File: config.mk
export PLATFORM = sky130hd
export DESIGN_NAME = phy_basic_control_register
export DESIGN_NICKNAME = d
export VERILOG_FILES = /design/src/rtl/phy_ctrl_pkg.sv /design/src/rtl/phy_soft_reset.sv /design/src/rtl/phy_loop_gate.sv /design/src/rtl/phy_basic_control_register.sv
export VERILOG_INCLUDE_DIRS = /design/src /design/src/rtl
export SDC_FILE = /design/constraint.sdc
export NUM_CORES = 1
export LEC_CHECK = 0
export BUFFER_PORTS_ARGS = -buffer_cell sky130_fd_sc_hd__buf_2
export CORE_UTILIZATION = 53
export DETAILED_ROUTE_END_ITERATION = 7
export PLACE_DENSITY = 0.93
export SYNTH_ARGS = -nofsm -noshare
export SYNTH_HDL_FRONTEND = slang
export SYNTH_SLANG_ARGS = --single-unit
File: constraint.sdc
create_clock -name mclk -period 5.3 [get_ports mclk]
set_clock_uncertainty 0.2 [all_clocks]
set_input_delay 0.265 -clock mclk [delete_from_list [all_inputs] [get_ports mclk]]
set_output_delay 0.265 -clock mclk [all_outputs]
set_load 0.03 [all_outputs]
File: src/rtl/phy_ctrl_cfg.svh
// constants for the phy basic control register
// Functional notes
// - writing one to bit 15 resets all phy control and status registers, reads one while the reset runs, then clears itself.
// - bit 14 set loops the four-bit transmit nibbles back into the receive data path; the code only stores bit 14 and loops on cfg_loop alone.
// - during loopback the receive path is cut off from the line.
// - entering loopback may cost about 560 ns of invalid receive data while the descrambler relocks.
// - the controller loopback configuration setting wins over bit 14 when they disagree.
// - with auto-negotiation off, bit 13 selects 100 Mbps when one and 10 Mbps when zero.
// - bit 12 enables auto-negotiation, and while enabled bits 13 and 8 are ignored.
// - bit 11 puts the phy into its low-power state and clearing it restores normal operation.
// - writing one to bit 9 restarts auto-negotiation and the bit clears itself.
// - with auto-negotiation off, bit 8 selects full duplex when one and half duplex when zero.
// - in loopback the phy behaviour does not depend on bit 8.
// - bit 7 forces collision whenever transmit enable is high.
`ifndef PHY_CTRL_CFG_SVH
`define PHY_CTRL_CFG_SVH
`define PCR_OFFSET       5'h00
`define PCR_BIT_RESET    15
`define PCR_BIT_LOOP     14
`define PCR_BIT_SPEED    13
`define PCR_BIT_ANEN     12
`define PCR_BIT_PDOWN    11
`define PCR_BIT_RSVD10   10
`define PCR_BIT_RESTART  9
`define PCR_BIT_DUPLEX   8
`define PCR_BIT_COLTEST  7
`define PCR_RESET_VALUE  16'h3000
`define PCR_WMASK        16'hfb80
`define CLK_PERIOD_NS    8
`define SOFT_RESET_NS    64
`define SOFT_RESET_CYC   ((`SOFT_RESET_NS + `CLK_PERIOD_NS - 1) / `CLK_PERIOD_NS)
`define DEAD_TIME_NS     560
`define DEAD_TIME_CYC    (`DEAD_TIME_NS / `CLK_PERIOD_NS)
`endif

File: src/rtl/phy_ctrl_pkg.sv
// types shared by the phy basic control register block
package phy_ctrl_pkg;
  // effective operating controls handed to the phy datapath
  typedef struct packed {
    logic speed_100;
    logic full_duplex;
    logic an_enable;
    logic an_restart;
    logic power_down;
    logic loopback;
    logic col_test;
  } phy_mode_t;

  typedef enum logic [1:0] {
    RST_IDLE = 2'b01,
    RST_BUSY = 2'b10
  } rst_state_t;
endpackage : phy_ctrl_pkg

File: src/rtl/phy_soft_reset.sv
// soft reset sequencer: holds the phy reset for a fixed count
`include "phy_ctrl_cfg.svh"
module phy_soft_reset (
  input  wire logic mclk,      // management clock
  input  wire logic arst_n,    // async reset, active low
  input  wire logic start,     // one-cycle request to reset
  output logic      busy       // high while reset runs
);
  localparam logic [7:0] RST_CYC = 8'(`SOFT_RESET_CYC);

  phy_ctrl_pkg::rst_state_t state_q;
  logic [7:0]               cnt_q;
  wire                      done = (cnt_q == RST_CYC - 8'h01);

  assign busy = (state_q == phy_ctrl_pkg::RST_BUSY);

  // count out the reset, then release
  always_ff @(posedge mclk or negedge arst_n)
    if (!arst_n)
    begin
      state_q <= phy_ctrl_pkg::RST_IDLE;
      cnt_q   <= 8'h00;
    end
    else
    begin
      case (state_q)
        phy_ctrl_pkg::RST_IDLE:
        begin
          cnt_q <= 8'h00;
          if (start)
            state_q <= phy_ctrl_pkg::RST_BUSY;
        end
        phy_ctrl_pkg::RST_BUSY:
        begin
          cnt_q <= cnt_q + 8'h01;
          if (done)
            state_q <= phy_ctrl_pkg::RST_IDLE;
        end
        default: state_q <= phy_ctrl_pkg::RST_IDLE;
      endcase
    end

  property p_reset_len;
    @(posedge mclk) disable iff (!arst_n)
    $rose(busy) |-> busy [*8] ##1 !busy;
  endproperty
  a_reset_len: assert property (p_reset_len)
    else $error("soft reset length wrong");
endmodule : phy_soft_reset

File: src/rtl/phy_loop_gate.sv
// receive path selector with loopback and dead-time blanking
`include "phy_ctrl_cfg.svh"
module phy_loop_gate (
  input  wire logic       mclk,       // management clock
  input  wire logic       arst_n,     // async reset, active low
  input  wire logic       loopback,   // effective loopback
  input  wire logic [3:0] tx_data,    // transmit nibble
  input  wire logic       tx_en,      // transmit enable
  input  wire logic [3:0] line_data,  // nibble from the line
  input  wire logic       line_dv,    // line data valid
  output logic      [3:0] rx_data,    // receive nibble
  output logic            rx_dv       // receive data valid
);
  localparam logic [6:0] DEAD_CYC = 7'(`DEAD_TIME_CYC);

  logic       loop_q;
  logic [6:0] dead_q;
  wire        enter = loopback & ~loop_q;
  wire        dead  = (dead_q != 7'h00);
  // the line is never looked at in loopback
  wire [3:0]  sel_d = loopback ? tx_data : line_data;
  wire        sel_v = loopback ? tx_en : line_dv;

  // descrambler relock time: blank valid after loopback entry
  always_ff @(posedge mclk or negedge arst_n)
    if (!arst_n)
    begin
      loop_q  <= 1'b0;
      dead_q  <= 7'h00;
      rx_data <= 4'h0;
      rx_dv   <= 1'b0;
    end
    else
    begin
      loop_q  <= loopback;
      dead_q  <= enter ? DEAD_CYC : (dead ? dead_q - 7'h01 : 7'h00);
      rx_data <= sel_d;
      rx_dv   <= sel_v & ~dead & ~enter;
    end

  property p_dead;
    @(posedge mclk) disable iff (!arst_n)
    $rose(loop_q) |-> !rx_dv [*8];
  endproperty
  a_dead: assert property (p_dead)
    else $error("valid during loopback dead time");
endmodule : phy_loop_gate

File: src/rtl/phy_basic_control_register.sv
// phy basic control register with its mode outputs
`include "phy_ctrl_cfg.svh"
module phy_basic_control_register (
  input  wire logic        mclk,        // management clock
  input  wire logic        arst_n,      // async reset, active low
  input  wire logic        reg_wr,      // write strobe
  input  wire logic        reg_rd,      // read strobe
  input  wire logic [4:0]  reg_addr,    // register address
  input  wire logic [15:0] reg_wdata,   // write data
  output logic      [15:0] reg_rdata,   // read data
  output logic             reg_ack,     // access accepted
  input  wire logic        cfg_loop,    // controller loopback setting
  input  wire logic        only_full,   // phy supports full only
  input  wire logic        only_half,   // phy supports half only
  input  wire logic        an_done,     // auto-negotiation result valid
  input  wire logic        an_speed,    // negotiated speed, 1 = 100
  input  wire logic        an_duplex,   // negotiated duplex, 1 = full
  input  wire logic [3:0]  tx_data,     // mii transmit nibble
  input  wire logic        tx_en,       // mii transmit enable
  input  wire logic [3:0]  line_data,   // nibble from the line
  input  wire logic        line_dv,     // line data valid
  input  wire logic        line_col,    // collision from the line
  output logic      [3:0]  rx_data,     // receive nibble
  output logic             rx_dv,       // receive data valid
  output logic             col,         // collision indication
  output phy_ctrl_pkg::phy_mode_t mode, // effective operating mode
  output logic             phy_rst      // reset to all phy registers
);
  logic [15:0] ctrl_q;
  logic        rst_busy;
  logic        col_q;
  phy_ctrl_pkg::phy_mode_t mode_q;

  // duplex forced when only one mode exists
  function automatic logic fix_duplex(input logic v, input logic f,
                                      input logic h);
    fix_duplex = f ? 1'b1 : (h ? 1'b0 : v);
  endfunction : fix_duplex

  // address decode and strobes; busy refuses accesses
  wire hit     = (reg_addr == `PCR_OFFSET);
  // a pending bit 15 also refuses, so no write is lost in the release cycle
  wire busy_all = rst_busy | ctrl_q[`PCR_BIT_RESET];
  wire wr_ok   = reg_wr & hit & ~busy_all;
  wire rd_ok   = reg_rd & ~busy_all;
  wire sw_rst  = wr_ok & reg_wdata[`PCR_BIT_RESET];
  wire restart = wr_ok & reg_wdata[`PCR_BIT_RESTART];
  wire [15:0] wval = reg_wdata & `PCR_WMASK;
  wire [15:0] wfix = {wval[15:9],
                      fix_duplex(wval[`PCR_BIT_DUPLEX], only_full, only_half),
                      wval[7:0]};

  // effective mode: configuration wins over the loopback bit
  wire loop_eff = cfg_loop;
  wire an_en    = ctrl_q[`PCR_BIT_ANEN];
  wire spd_eff  = an_en ? an_speed
                        : ctrl_q[`PCR_BIT_SPEED];
  wire dpx_man  = an_en ? an_duplex
                        : ctrl_q[`PCR_BIT_DUPLEX];
  // loopback runs full duplex regardless of bit 8
  wire dpx_eff  = loop_eff ? 1'b1 : dpx_man;
  wire col_eff  = ctrl_q[`PCR_BIT_COLTEST] ? tx_en : (line_col & ~loop_eff);

  assign reg_ack  = (reg_wr | reg_rd) & ~busy_all;
  assign phy_rst  = rst_busy;
  assign mode     = mode_q;
  assign col      = col_q;

  phy_soft_reset u_rst (
    .mclk   (mclk),
    .arst_n (arst_n),
    .start  (sw_rst),
    .busy   (rst_busy)
  );

  phy_loop_gate u_loop (
    .mclk      (mclk),
    .arst_n    (arst_n),
    .loopback  (loop_eff),
    .tx_data   (tx_data),
    .tx_en     (tx_en),
    .line_data (line_data),
    .line_dv   (line_dv),
    .rx_data   (rx_data),
    .rx_dv     (rx_dv)
  );

  // register store; soft reset restores the default
  always_ff @(posedge mclk or negedge arst_n)
    if (!arst_n)
      ctrl_q <= `PCR_RESET_VALUE;
    else if (sw_rst)
      ctrl_q <= `PCR_RESET_VALUE | 16'h8000;
    else if (rst_busy)
      ctrl_q <= ctrl_q;
    else if (ctrl_q[`PCR_BIT_RESET])
      ctrl_q <= `PCR_RESET_VALUE;
    else if (wr_ok)
      ctrl_q <= wfix;
    else
      ctrl_q <= ctrl_q & ~16'h0200;

  // read data registered; reset bit reads one while busy
  always_ff @(posedge mclk or negedge arst_n)
    if (!arst_n)
      reg_rdata <= 16'h0000;
    else if (rd_ok)
      reg_rdata <= hit ? ctrl_q : 16'h0000;
    else if (busy_all)
      reg_rdata <= 16'h8000;

  // operating outputs registered for clean timing
  always_ff @(posedge mclk or negedge arst_n)
    if (!arst_n)
    begin
      mode_q <= '0;
      col_q  <= 1'b0;
    end
    else
    begin
      mode_q.speed_100   <= spd_eff;
      mode_q.full_duplex <= dpx_eff;
      mode_q.an_enable   <= an_en;
      mode_q.an_restart  <= restart;
      mode_q.power_down  <= ctrl_q[`PCR_BIT_PDOWN];
      mode_q.loopback    <= loop_eff;
      mode_q.col_test    <= ctrl_q[`PCR_BIT_COLTEST];
      col_q              <= col_eff;
    end

  property p_selfclear;
    @(posedge mclk) disable iff (!arst_n)
    restart && !sw_rst |=> ctrl_q[9] ##1 !ctrl_q[9];
  endproperty
  a_selfclear: assert property (p_selfclear)
    else $error("restart bit did not self clear");

  property p_col;
    @(posedge mclk) disable iff (!arst_n)
    ctrl_q[7] && tx_en |=> col_q;
  endproperty
  a_col: assert property (p_col)
    else $error("forced collision missing");

  property p_speed;
    @(posedge mclk) disable iff (!arst_n)
    !ctrl_q[12] |=> mode_q.speed_100 == $past(ctrl_q[13]);
  endproperty
  a_speed: assert property (p_speed)
    else $error("manual speed not applied");

  property p_an_ignore;
    @(posedge mclk) disable iff (!arst_n)
    arst_n && ctrl_q[12] && !cfg_loop |=>
      mode_q.full_duplex == $past(an_duplex);
  endproperty
  a_an_ignore: assert property (p_an_ignore)
    else $error("manual duplex used under auto-negotiation");

  property p_loop_dpx;
    @(posedge mclk) disable iff (!arst_n)
    cfg_loop |=> mode_q.full_duplex && mode_q.loopback;
  endproperty
  a_loop_dpx: assert property (p_loop_dpx)
    else $error("loopback depends on duplex bit");

  property p_pdown;
    @(posedge mclk) disable iff (!arst_n)
    wr_ok && !sw_rst |=> ##1 mode_q.power_down == $past(reg_wdata[11], 2);
  endproperty
  a_pdown: assert property (p_pdown)
    else $error("power down not applied");

  property p_rsvd;
    @(posedge mclk) disable iff (!arst_n)
    ctrl_q[10] == 1'b0 && ctrl_q[6:0] == 7'h00;
  endproperty
  a_rsvd: assert property (p_rsvd)
    else $error("reserved bits stored");

  property p_rst_done;
    @(posedge mclk) disable iff (!arst_n)
    $fell(rst_busy) |=> ctrl_q == 16'h3000;
  endproperty
  a_rst_done: assert property (p_rst_done)
    else $error("soft reset did not restore default");

  property p_busy_ack;
    @(posedge mclk) disable iff (!arst_n)
    busy_all |-> !reg_ack;
  endproperty
  a_busy_ack: assert property (p_busy_ack)
    else $error("access accepted during soft reset");

  property p_busy_hold;
    @(posedge mclk) disable iff (!arst_n)
    rst_busy |-> ctrl_q[15];
  endproperty
  a_busy_hold: assert property (p_busy_hold)
    else $error("reset bit low while reset runs");

  property p_busy_release;
    @(posedge mclk) disable iff (!arst_n)
    $fell(rst_busy) |-> ctrl_q[15] ##1 !ctrl_q[15];
  endproperty
  a_busy_release: assert property (p_busy_release)
    else $error("reset bit did not self clear");

  property p_rst_start;
    @(posedge mclk) disable iff (!arst_n)
    sw_rst |=> rst_busy && ctrl_q == 16'hb000;
  endproperty
  a_rst_start: assert property (p_rst_start)
    else $error("soft reset did not start");

  property p_busy_rdata;
    @(posedge mclk) disable iff (!arst_n)
    rst_busy |=> reg_rdata == 16'h8000;
  endproperty
  a_busy_rdata: assert property (p_busy_rdata)
    else $error("read data during soft reset wrong");

  property p_wr_upper;
    @(posedge mclk) disable iff (!arst_n)
    wr_ok && !sw_rst |=> ctrl_q[15:11] == $past(reg_wdata[15:11]);
  endproperty
  a_wr_upper: assert property (p_wr_upper)
    else $error("control bits not stored");

  property p_wr_duplex;
    @(posedge mclk) disable iff (!arst_n)
    wr_ok && !sw_rst && !only_full && !only_half |=>
      ctrl_q[8] == $past(reg_wdata[8]);
  endproperty
  a_wr_duplex: assert property (p_wr_duplex)
    else $error("duplex bit not stored");

  property p_only_full;
    @(posedge mclk) disable iff (!arst_n)
    wr_ok && !sw_rst && only_full |=> ctrl_q[8];
  endproperty
  a_only_full: assert property (p_only_full)
    else $error("duplex bit not pinned to full");

  property p_only_half;
    @(posedge mclk) disable iff (!arst_n)
    wr_ok && !sw_rst && only_half && !only_full |=> !ctrl_q[8];
  endproperty
  a_only_half: assert property (p_only_half)
    else $error("duplex bit not pinned to half");

  property p_restart_pulse;
    @(posedge mclk) disable iff (!arst_n)
    restart |=> mode_q.an_restart;
  endproperty
  a_restart_pulse: assert property (p_restart_pulse)
    else $error("restart pulse missing");

  property p_restart_quiet;
    @(posedge mclk) disable iff (!arst_n)
    !restart |=> !mode_q.an_restart;
  endproperty
  a_restart_quiet: assert property (p_restart_quiet)
    else $error("restart pulse without request");

  property p_pdown_on;
    @(posedge mclk) disable iff (!arst_n)
    ctrl_q[11] |=> mode_q.power_down;
  endproperty
  a_pdown_on: assert property (p_pdown_on)
    else $error("low power state not entered");

  property p_pdown_off;
    @(posedge mclk) disable iff (!arst_n)
    !ctrl_q[11] |=> !mode_q.power_down;
  endproperty
  a_pdown_off: assert property (p_pdown_off)
    else $error("low power state not left");

  property p_an_speed;
    @(posedge mclk) disable iff (!arst_n)
    arst_n && ctrl_q[12] |=> mode_q.speed_100 == $past(an_speed);
  endproperty
  a_an_speed: assert property (p_an_speed)
    else $error("manual speed used under auto-negotiation");

  property p_man_duplex;
    @(posedge mclk) disable iff (!arst_n)
    arst_n && !ctrl_q[12] && !cfg_loop |=>
      mode_q.full_duplex == $past(ctrl_q[8]);
  endproperty
  a_man_duplex: assert property (p_man_duplex)
    else $error("manual duplex not applied");

  property p_loop_prio;
    @(posedge mclk) disable iff (!arst_n)
    arst_n && cfg_loop != ctrl_q[14] |=>
      mode_q.loopback == $past(cfg_loop);
  endproperty
  a_loop_prio: assert property (p_loop_prio)
    else $error("loopback bit won over configuration");

  property p_loop_no_col;
    @(posedge mclk) disable iff (!arst_n)
    cfg_loop && !ctrl_q[7] |=> !col_q;
  endproperty
  a_loop_no_col: assert property (p_loop_no_col)
    else $error("line collision seen in loopback");

  property p_col_normal;
    @(posedge mclk) disable iff (!arst_n)
    arst_n && !ctrl_q[7] && !cfg_loop |=> col_q == $past(line_col);
  endproperty
  a_col_normal: assert property (p_col_normal)
    else $error("collision reporting not normal");

  property p_loop_echo;
    @(posedge mclk) disable iff (!arst_n)
    arst_n && cfg_loop |=> rx_data == $past(tx_data);
  endproperty
  a_loop_echo: assert property (p_loop_echo)
    else $error("transmit nibble not looped back");

  property p_col_mode;
    @(posedge mclk) disable iff (!arst_n)
    ctrl_q[7] |=> mode_q.col_test;
  endproperty
  a_col_mode: assert property (p_col_mode)
    else $error("collision test mode not shown");
endmodule : phy_basic_control_register

### After elaboration in Yosys (flattened, before gate mapping)

Cells that the tools add are included.

* bits in registers: 62
* bits in latches: 0
* RAM bits: 0
* ROM bits: 0
* input port bits: 42
* output and inout port bits: 31
* logic and storage cells: 69
* memories kept: 0

* add/sub/neg operators: 2
* multiply operators: 0
* div/mod/pow operators: 0
* $lt $le $gt $ge: 0
* equal/unequal tests: 6
* shift-type cells: 0
* mux-type cells: 21
* bitwise operators: 17
* reduce and logical (&&, ||, !) cells: 7

Operators with widths (count)
* $mux W16: 7
* $pmux W8 S2: 1
* $mux W7: 2
* $and A1 B1 Y1: 10
* $add A8 B1 Y8 const B: 1
* $eq A8 B3 Y1 const B: 1
* $mux W1: 7
* $reduce_bool A7 Y1: 1
* $sub A7 B1 Y7 const B: 1
* $logic_not A5 Y1: 1
* $not A1 Y1: 5
* $mux W2: 2
* $mux W4: 1
* $ne A2 B1 Y1 const B: 2
* $pmux W2 S2: 1
* $reduce_and A2 Y1: 2
* $reduce_bool A2 Y1: 2
* $reduce_bool A3 Y1: 1
* $eq A2 B1 Y1 const B: 1
* $eq A2 B2 Y1 const B: 1
* $ne A2 B2 Y1 const B: 1
* $or A1 B1 Y1: 2

### Logic depth before layout (Yosys ltp)

* word-level depth: 8
* gate-level depth with buffers: 7
* gate-level depth less buffers: 6

### Modules after synthesis

A second synthesis with hierarchy kept.

* cell total of the unflattened synthesis: 221
* area, all modules: 2336.0 um^2

Modules (own cells, without submodules)
* phy_basic_control_register: instances 1, cells each 119, area each 1209.9 um^2, seq. area each 628.1 um^2
* phy_loop_gate: instances 1, cells each 48, area each 566.8 um^2, seq. area each 325.3 um^2
* phy_soft_reset: instances 1, cells each 54, area each 559.3 um^2, seq. area each 251.5 um^2

### Least setup slack after synthesis

OpenSTA, ideal clock, no wires.

* path type: reg-to-reg
* from: reg u_rst.state_q[0]
* to: reg ctrl_q[12]
* library setup time: 83 ps
* arrival time: 1958 ps
* data required time: 5017 ps
* path slack: 3059 ps
* stages on the path, launching flop included: 8
* path buffers: 1
* period minus slack after synthesis: 2241 ps
* cell sequence: dfstp_2 inv_1 ha_1 buf_6 nor4_4 and4b_4 nand2_2 o311a_1

* cells in the longest elaborated chain, start to end: 7
* elaborated cells between the ends (all ways): 9
* those cells by class: eq/ne (2); mux (1); bitwise (4); reduce/logical (2)

RTL lines
* start: declaration: line phy_soft_reset.sv:11 `phy_ctrl_pkg::rst_state_t state_q;`
* start signal: assignment: line phy_soft_reset.sv:21 `state_q <= phy_ctrl_pkg::RST_IDLE;`
* start signal: assignment: line phy_soft_reset.sv:31 `state_q <= phy_ctrl_pkg::RST_BUSY;`
* start signal: assignment: line phy_soft_reset.sv:37 `state_q <= phy_ctrl_pkg::RST_IDLE;`
* $eq A2 B2 Y1 *: line phy_soft_reset.sv:15 `assign busy = (state_q == phy_ctrl_pkg::RST_BUSY);`
* net phy_rst: line phy_basic_control_register.sv:27 `output logic phy_rst`
* $or A1 B1 Y1: line phy_basic_control_register.sv:43 `` wire busy_all = rst_busy | ctrl_q[`PCR_BIT_RESET]; ``
* $not A1 Y1: line phy_basic_control_register.sv:44 `wire wr_ok = reg_wr & hit & ~busy_all;`
* $and A1 B1 Y1: line phy_basic_control_register.sv:44
* $and A1 B1 Y1: line phy_basic_control_register.sv:46 `` wire sw_rst = wr_ok & reg_wdata[`PCR_BIT_RESET]; ``
* $ne A2 B1 Y1 (no source line) / $reduce_bool A3 Y1 (equally long branches)
* $reduce_and A2 Y1 (no source line)
* end signal: assignment: line phy_basic_control_register.sv:91 `` ctrl_q <= `PCR_RESET_VALUE; ``
* end signal: assignment: line phy_basic_control_register.sv:93 `` ctrl_q <= `PCR_RESET_VALUE | 16'h8000; ``
* end signal: assignment: line phy_basic_control_register.sv:95 `ctrl_q <= ctrl_q;`
* end: declaration: line phy_basic_control_register.sv:29 `logic [15:0] ctrl_q;`

The timed path passes the listed nets; every way through them passes the cells marked *.
A chain may end at the register's enable or synchronous reset.

### Worst setup path after layout

* from: reg u_rst.state_q[0]
* to: reg reg_rdata[11]

* cells in the longest elaborated chain, start to end: 5
* elaborated cells between the ends (all ways): 6
* those cells by class: eq/ne (1); mux (1); bitwise (3); reduce/logical (1)

RTL lines
* $eq A2 B2 Y1 *: line phy_soft_reset.sv:15
* $or A1 B1 Y1 *: line phy_basic_control_register.sv:43
* $not A1 Y1: line phy_basic_control_register.sv:45 `wire rd_ok = reg_rd & ~busy_all;`
* $and A1 B1 Y1: line phy_basic_control_register.sv:45
* $mux W16 / $reduce_bool A2 Y1 (equally long branches)
* end signal: assignment: line phy_basic_control_register.sv:108 `reg_rdata <= hit ? ctrl_q : 16'h0000;`
* end: declaration: line phy_basic_control_register.sv:10 `output logic [15:0] reg_rdata,`

Every way passes the cells marked *; elsewhere a longest branch is shown, timed or not.

==> impl_metrics.tcl <==
set metrics [dict create \
    status "complete, no violations" \
    cap_violations 0 \
    startpoint "u_rst.state_q[0]" \
    avgViaCountPerCell 5.419 \
    synth.distinct_cells 44 \
    relSlewSlack_pct 33.58 \
    drt_iter0_drc 67 \
    hold_violations 0 \
    grt_pass1_wl_microns 7127 \
    r2r-start "u_rst.state_q[0]" \
    die_x_microns 64.85 \
    start_kind "flop" \
    rsz0062_at_grt "false" \
    path_class "flop to flop" \
    tightest_slew_ns 0.9886 \
    avgSynthCellArea_sq_um 11.69 \
    power.density_mw_per_mm2 339.8 \
    grt_max_degree 48 \
    antenna_found_initial 0 \
    synth_top_area_share_pct 52.60 \
    clk_pin_slew_ns 0.08 \
    overflow 0 \
    synth_common_cells "dfrtp_1 (44), nor2_1 (14), a22o_1 (11)" \
    routed.top_layer "met4" \
    io_buffers 63 \
    fin_nets 295 \
    grt_pass1_vias 1589 \
    gr-usage-all-layers_pct 22.90 \
    cts_tree "yes" \
    start_util_pct 56.33 \
    drc 0 \
    wl_met2_microns 2249 \
    setup_viol 0 \
    syn_nets 227 \
    end_kind "flop" \
    synthCells 179 \
    reg2reg_setup_slack_ns 2.94 \
    antenna_left 0 \
    slew_violations 0 \
    synth_edf_count 0 \
    n_antenna_cell 0 \
    post_drt_wl_per_cell_microns 14.60 \
    final_layout_size_suffix_gt1_share_pct 35.08 \
    post_cts_buffers 0 \
    synth_ff_type "dfrtp_1" \
    yosysWarnings 0 \
    utilization_pct 70.54 \
    p_leak_uw 0.001319 \
    numClockSinks 47 \
    drt-met1-wl_microns 1727 \
    netlist_area_sq_mm 0.002093 \
    setup_ws_ns 2.940 \
    async_flop_share_pct 100.0 \
    dieHeight_microns 64.85 \
    first_pass_iters 4 \
    vias 1604 \
    period_needed_ns 2.360 \
    dp_slack_ns 2.943 \
    min_path_type "input port to flop" \
    instances_no_fill 296 \
    clockBufferDepth 2 \
    worstPathMaxFanout 11 \
    cts_resized 0 \
    yosysMostFrequentCell "dfrtp_1" \
    hpwl_microns 3128 \
    synth-seq-cells 47 \
    placed_cells 277 \
    crit_end "reg_rdata[11]" \
    area_growth_pct 25.22 \
    synthTopCellsByArea "dfrtp_1 (53%), a22o_1 (4.6%), dfstp_2 (3.8%)" \
    fmax_mhz 423.8 \
    ioPinCount 73 \
    met3_length_microns 245 \
    yosys.area.top_type "dfrtp_1" \
    routed_wl_microns 4321 \
    crit_arrival_ns 2.39 \
    cts-root-buf "clkbuf_8" \
    required_ns 5.33 \
    r2r_end "reg_rdata[11]" \
    ys_seq_area_share_pct 56.37 \
    ir_drop_uv 283.5 \
    tns_ns 0 \
    numCtsBuffers 5 \
    htree_num_levels 2 \
    nFillCells 277 \
    rows 22 \
    core-area_sq_mm 0.003716 \
    dieArea_sq_mm 0.004205 \
    period_share_pct 44.52 \
    insertion_delay_ns 0.30 \
    rr_worst_depth 4 \
    gp_congestion 0.8117 \
    hold_buffers 11 \
]
[metal layers]
| layer | GRT usage, % | vias to the layer above |
|---|---|---|
| met5 | 0 | - |
| met4 | 9.722 | 0 |
| met3 | 6.162 | 10 |
| met2 | 39.97 | 64 |
| met1 | 26.17 | 774 |
| li1 | - | 756 |
[worst min-delay path by stage]
stage | start | end | slack (ns) | cells after the start
2_1_floorplan | arst_n | col | -0.23 | 0
3_3_place_gp | ctrl_q[11] | mode[2] | 0.20 | 0
3_5_place_dp | ctrl_q[11] | mode[2] | 0.20 | 0
4_1_cts | an_speed | mode[6] | 0.0008 | 2
5_1_grt | line_data[0] | u_loop.rx_data[0] | 0.004 | 2
6_report | line_data[0] | u_loop.rx_data[0] | 0.004 | 2
[area by class of cell]
class | instances | area [sq um] | area share (%)
Clock buffer | 6 | 72.57 | 2.769
Clock inverter | 2 | 60.06 | 2.291
Inverter | 6 | 22.52 | 0.8592
Multi-Input combinational cell | 113 | 800.8 | 30.55
Sequential cell | 47 | 1180 | 45.01
Tap cell | 48 | 60.06 | 2.291
Timing Repair Buffer | 74 | 425.4 | 16.23
[through the flow]
| step | total power [uW] | cell area [sq um] | hold slack [ns] |
|---|---|---|---|
| 2_1_floorplan | 533.8 | 2093 | -0.2306 |
| 3_3_place_gp | 576.6 | 2379 | 0.2017 |
| 3_5_place_dp | 588.7 | 2379 | 0.2024 |
| 4_1_cts | 896.4 | 2621 | 0.0008376 |
| 5_1_grt | 934.9 | 2621 | 0.003519 |
| 6_report | 890.7 | 2621 | 0.003586 |
[state kept, by name (all words and copies together) (netlist names)]
name,cells
reg_rdata,9
ctrl_q,8
u_rst.cnt_q,8
u_loop.dead_q,7
mode,6
u_loop.rx_data,4
u_rst.state_q,2
col,1
u_loop.loop_q,1
u_loop.rx_dv,1
[placed cells by master, fill, tap and decap left out, drive strengths merged, types with 5 or more instances in the layout]
| master | instances |
|---|---|
| a22o | 11 |
| mux2 | 5 |
| dfrtp | 44 |
| inv | 6 |
| ha | 6 |
| nor2 | 14 |
| o21ai | 8 |
| nand3 | 6 |
| nand2 | 11 |
| clkbuf | 6 |
| buf | 63 |
| nand2b | 5 |
| dlygate4sd3 | 11 |
[power by group]
group	internal, uW	leakage, uW	total, uW	switching (uW)
registers	398	0.000606	428	30.0
clock network	188	0.0000654	300	111
logic	71.6	0.000648	163	91.7
total	658	0.00132	891	233
[kinds of logic (layout without fill, tap and decap cells)]
family	after synthesis	count (layout)	share of synthesized area, %
AOI/OAI and AO/OA	36	36	12.67
buffers and inverters	19	88	5.379
muxes	5	5	2.690
adders and majority gates	6	6	3.586
DFF	47	47	56.37
xor gates and xnor gates	7	7	2.929
and+or+nand+nor	59	59	16.38
[worst max-delay path, cell delays in order (launching register included)]
cell and delay [ns]:
dfstp_2 0.56, inv_1 0.07, ha_1 0.35, nor3_1 0.86, a22o_1 0.27
Power figures use the tool's default switching activity.
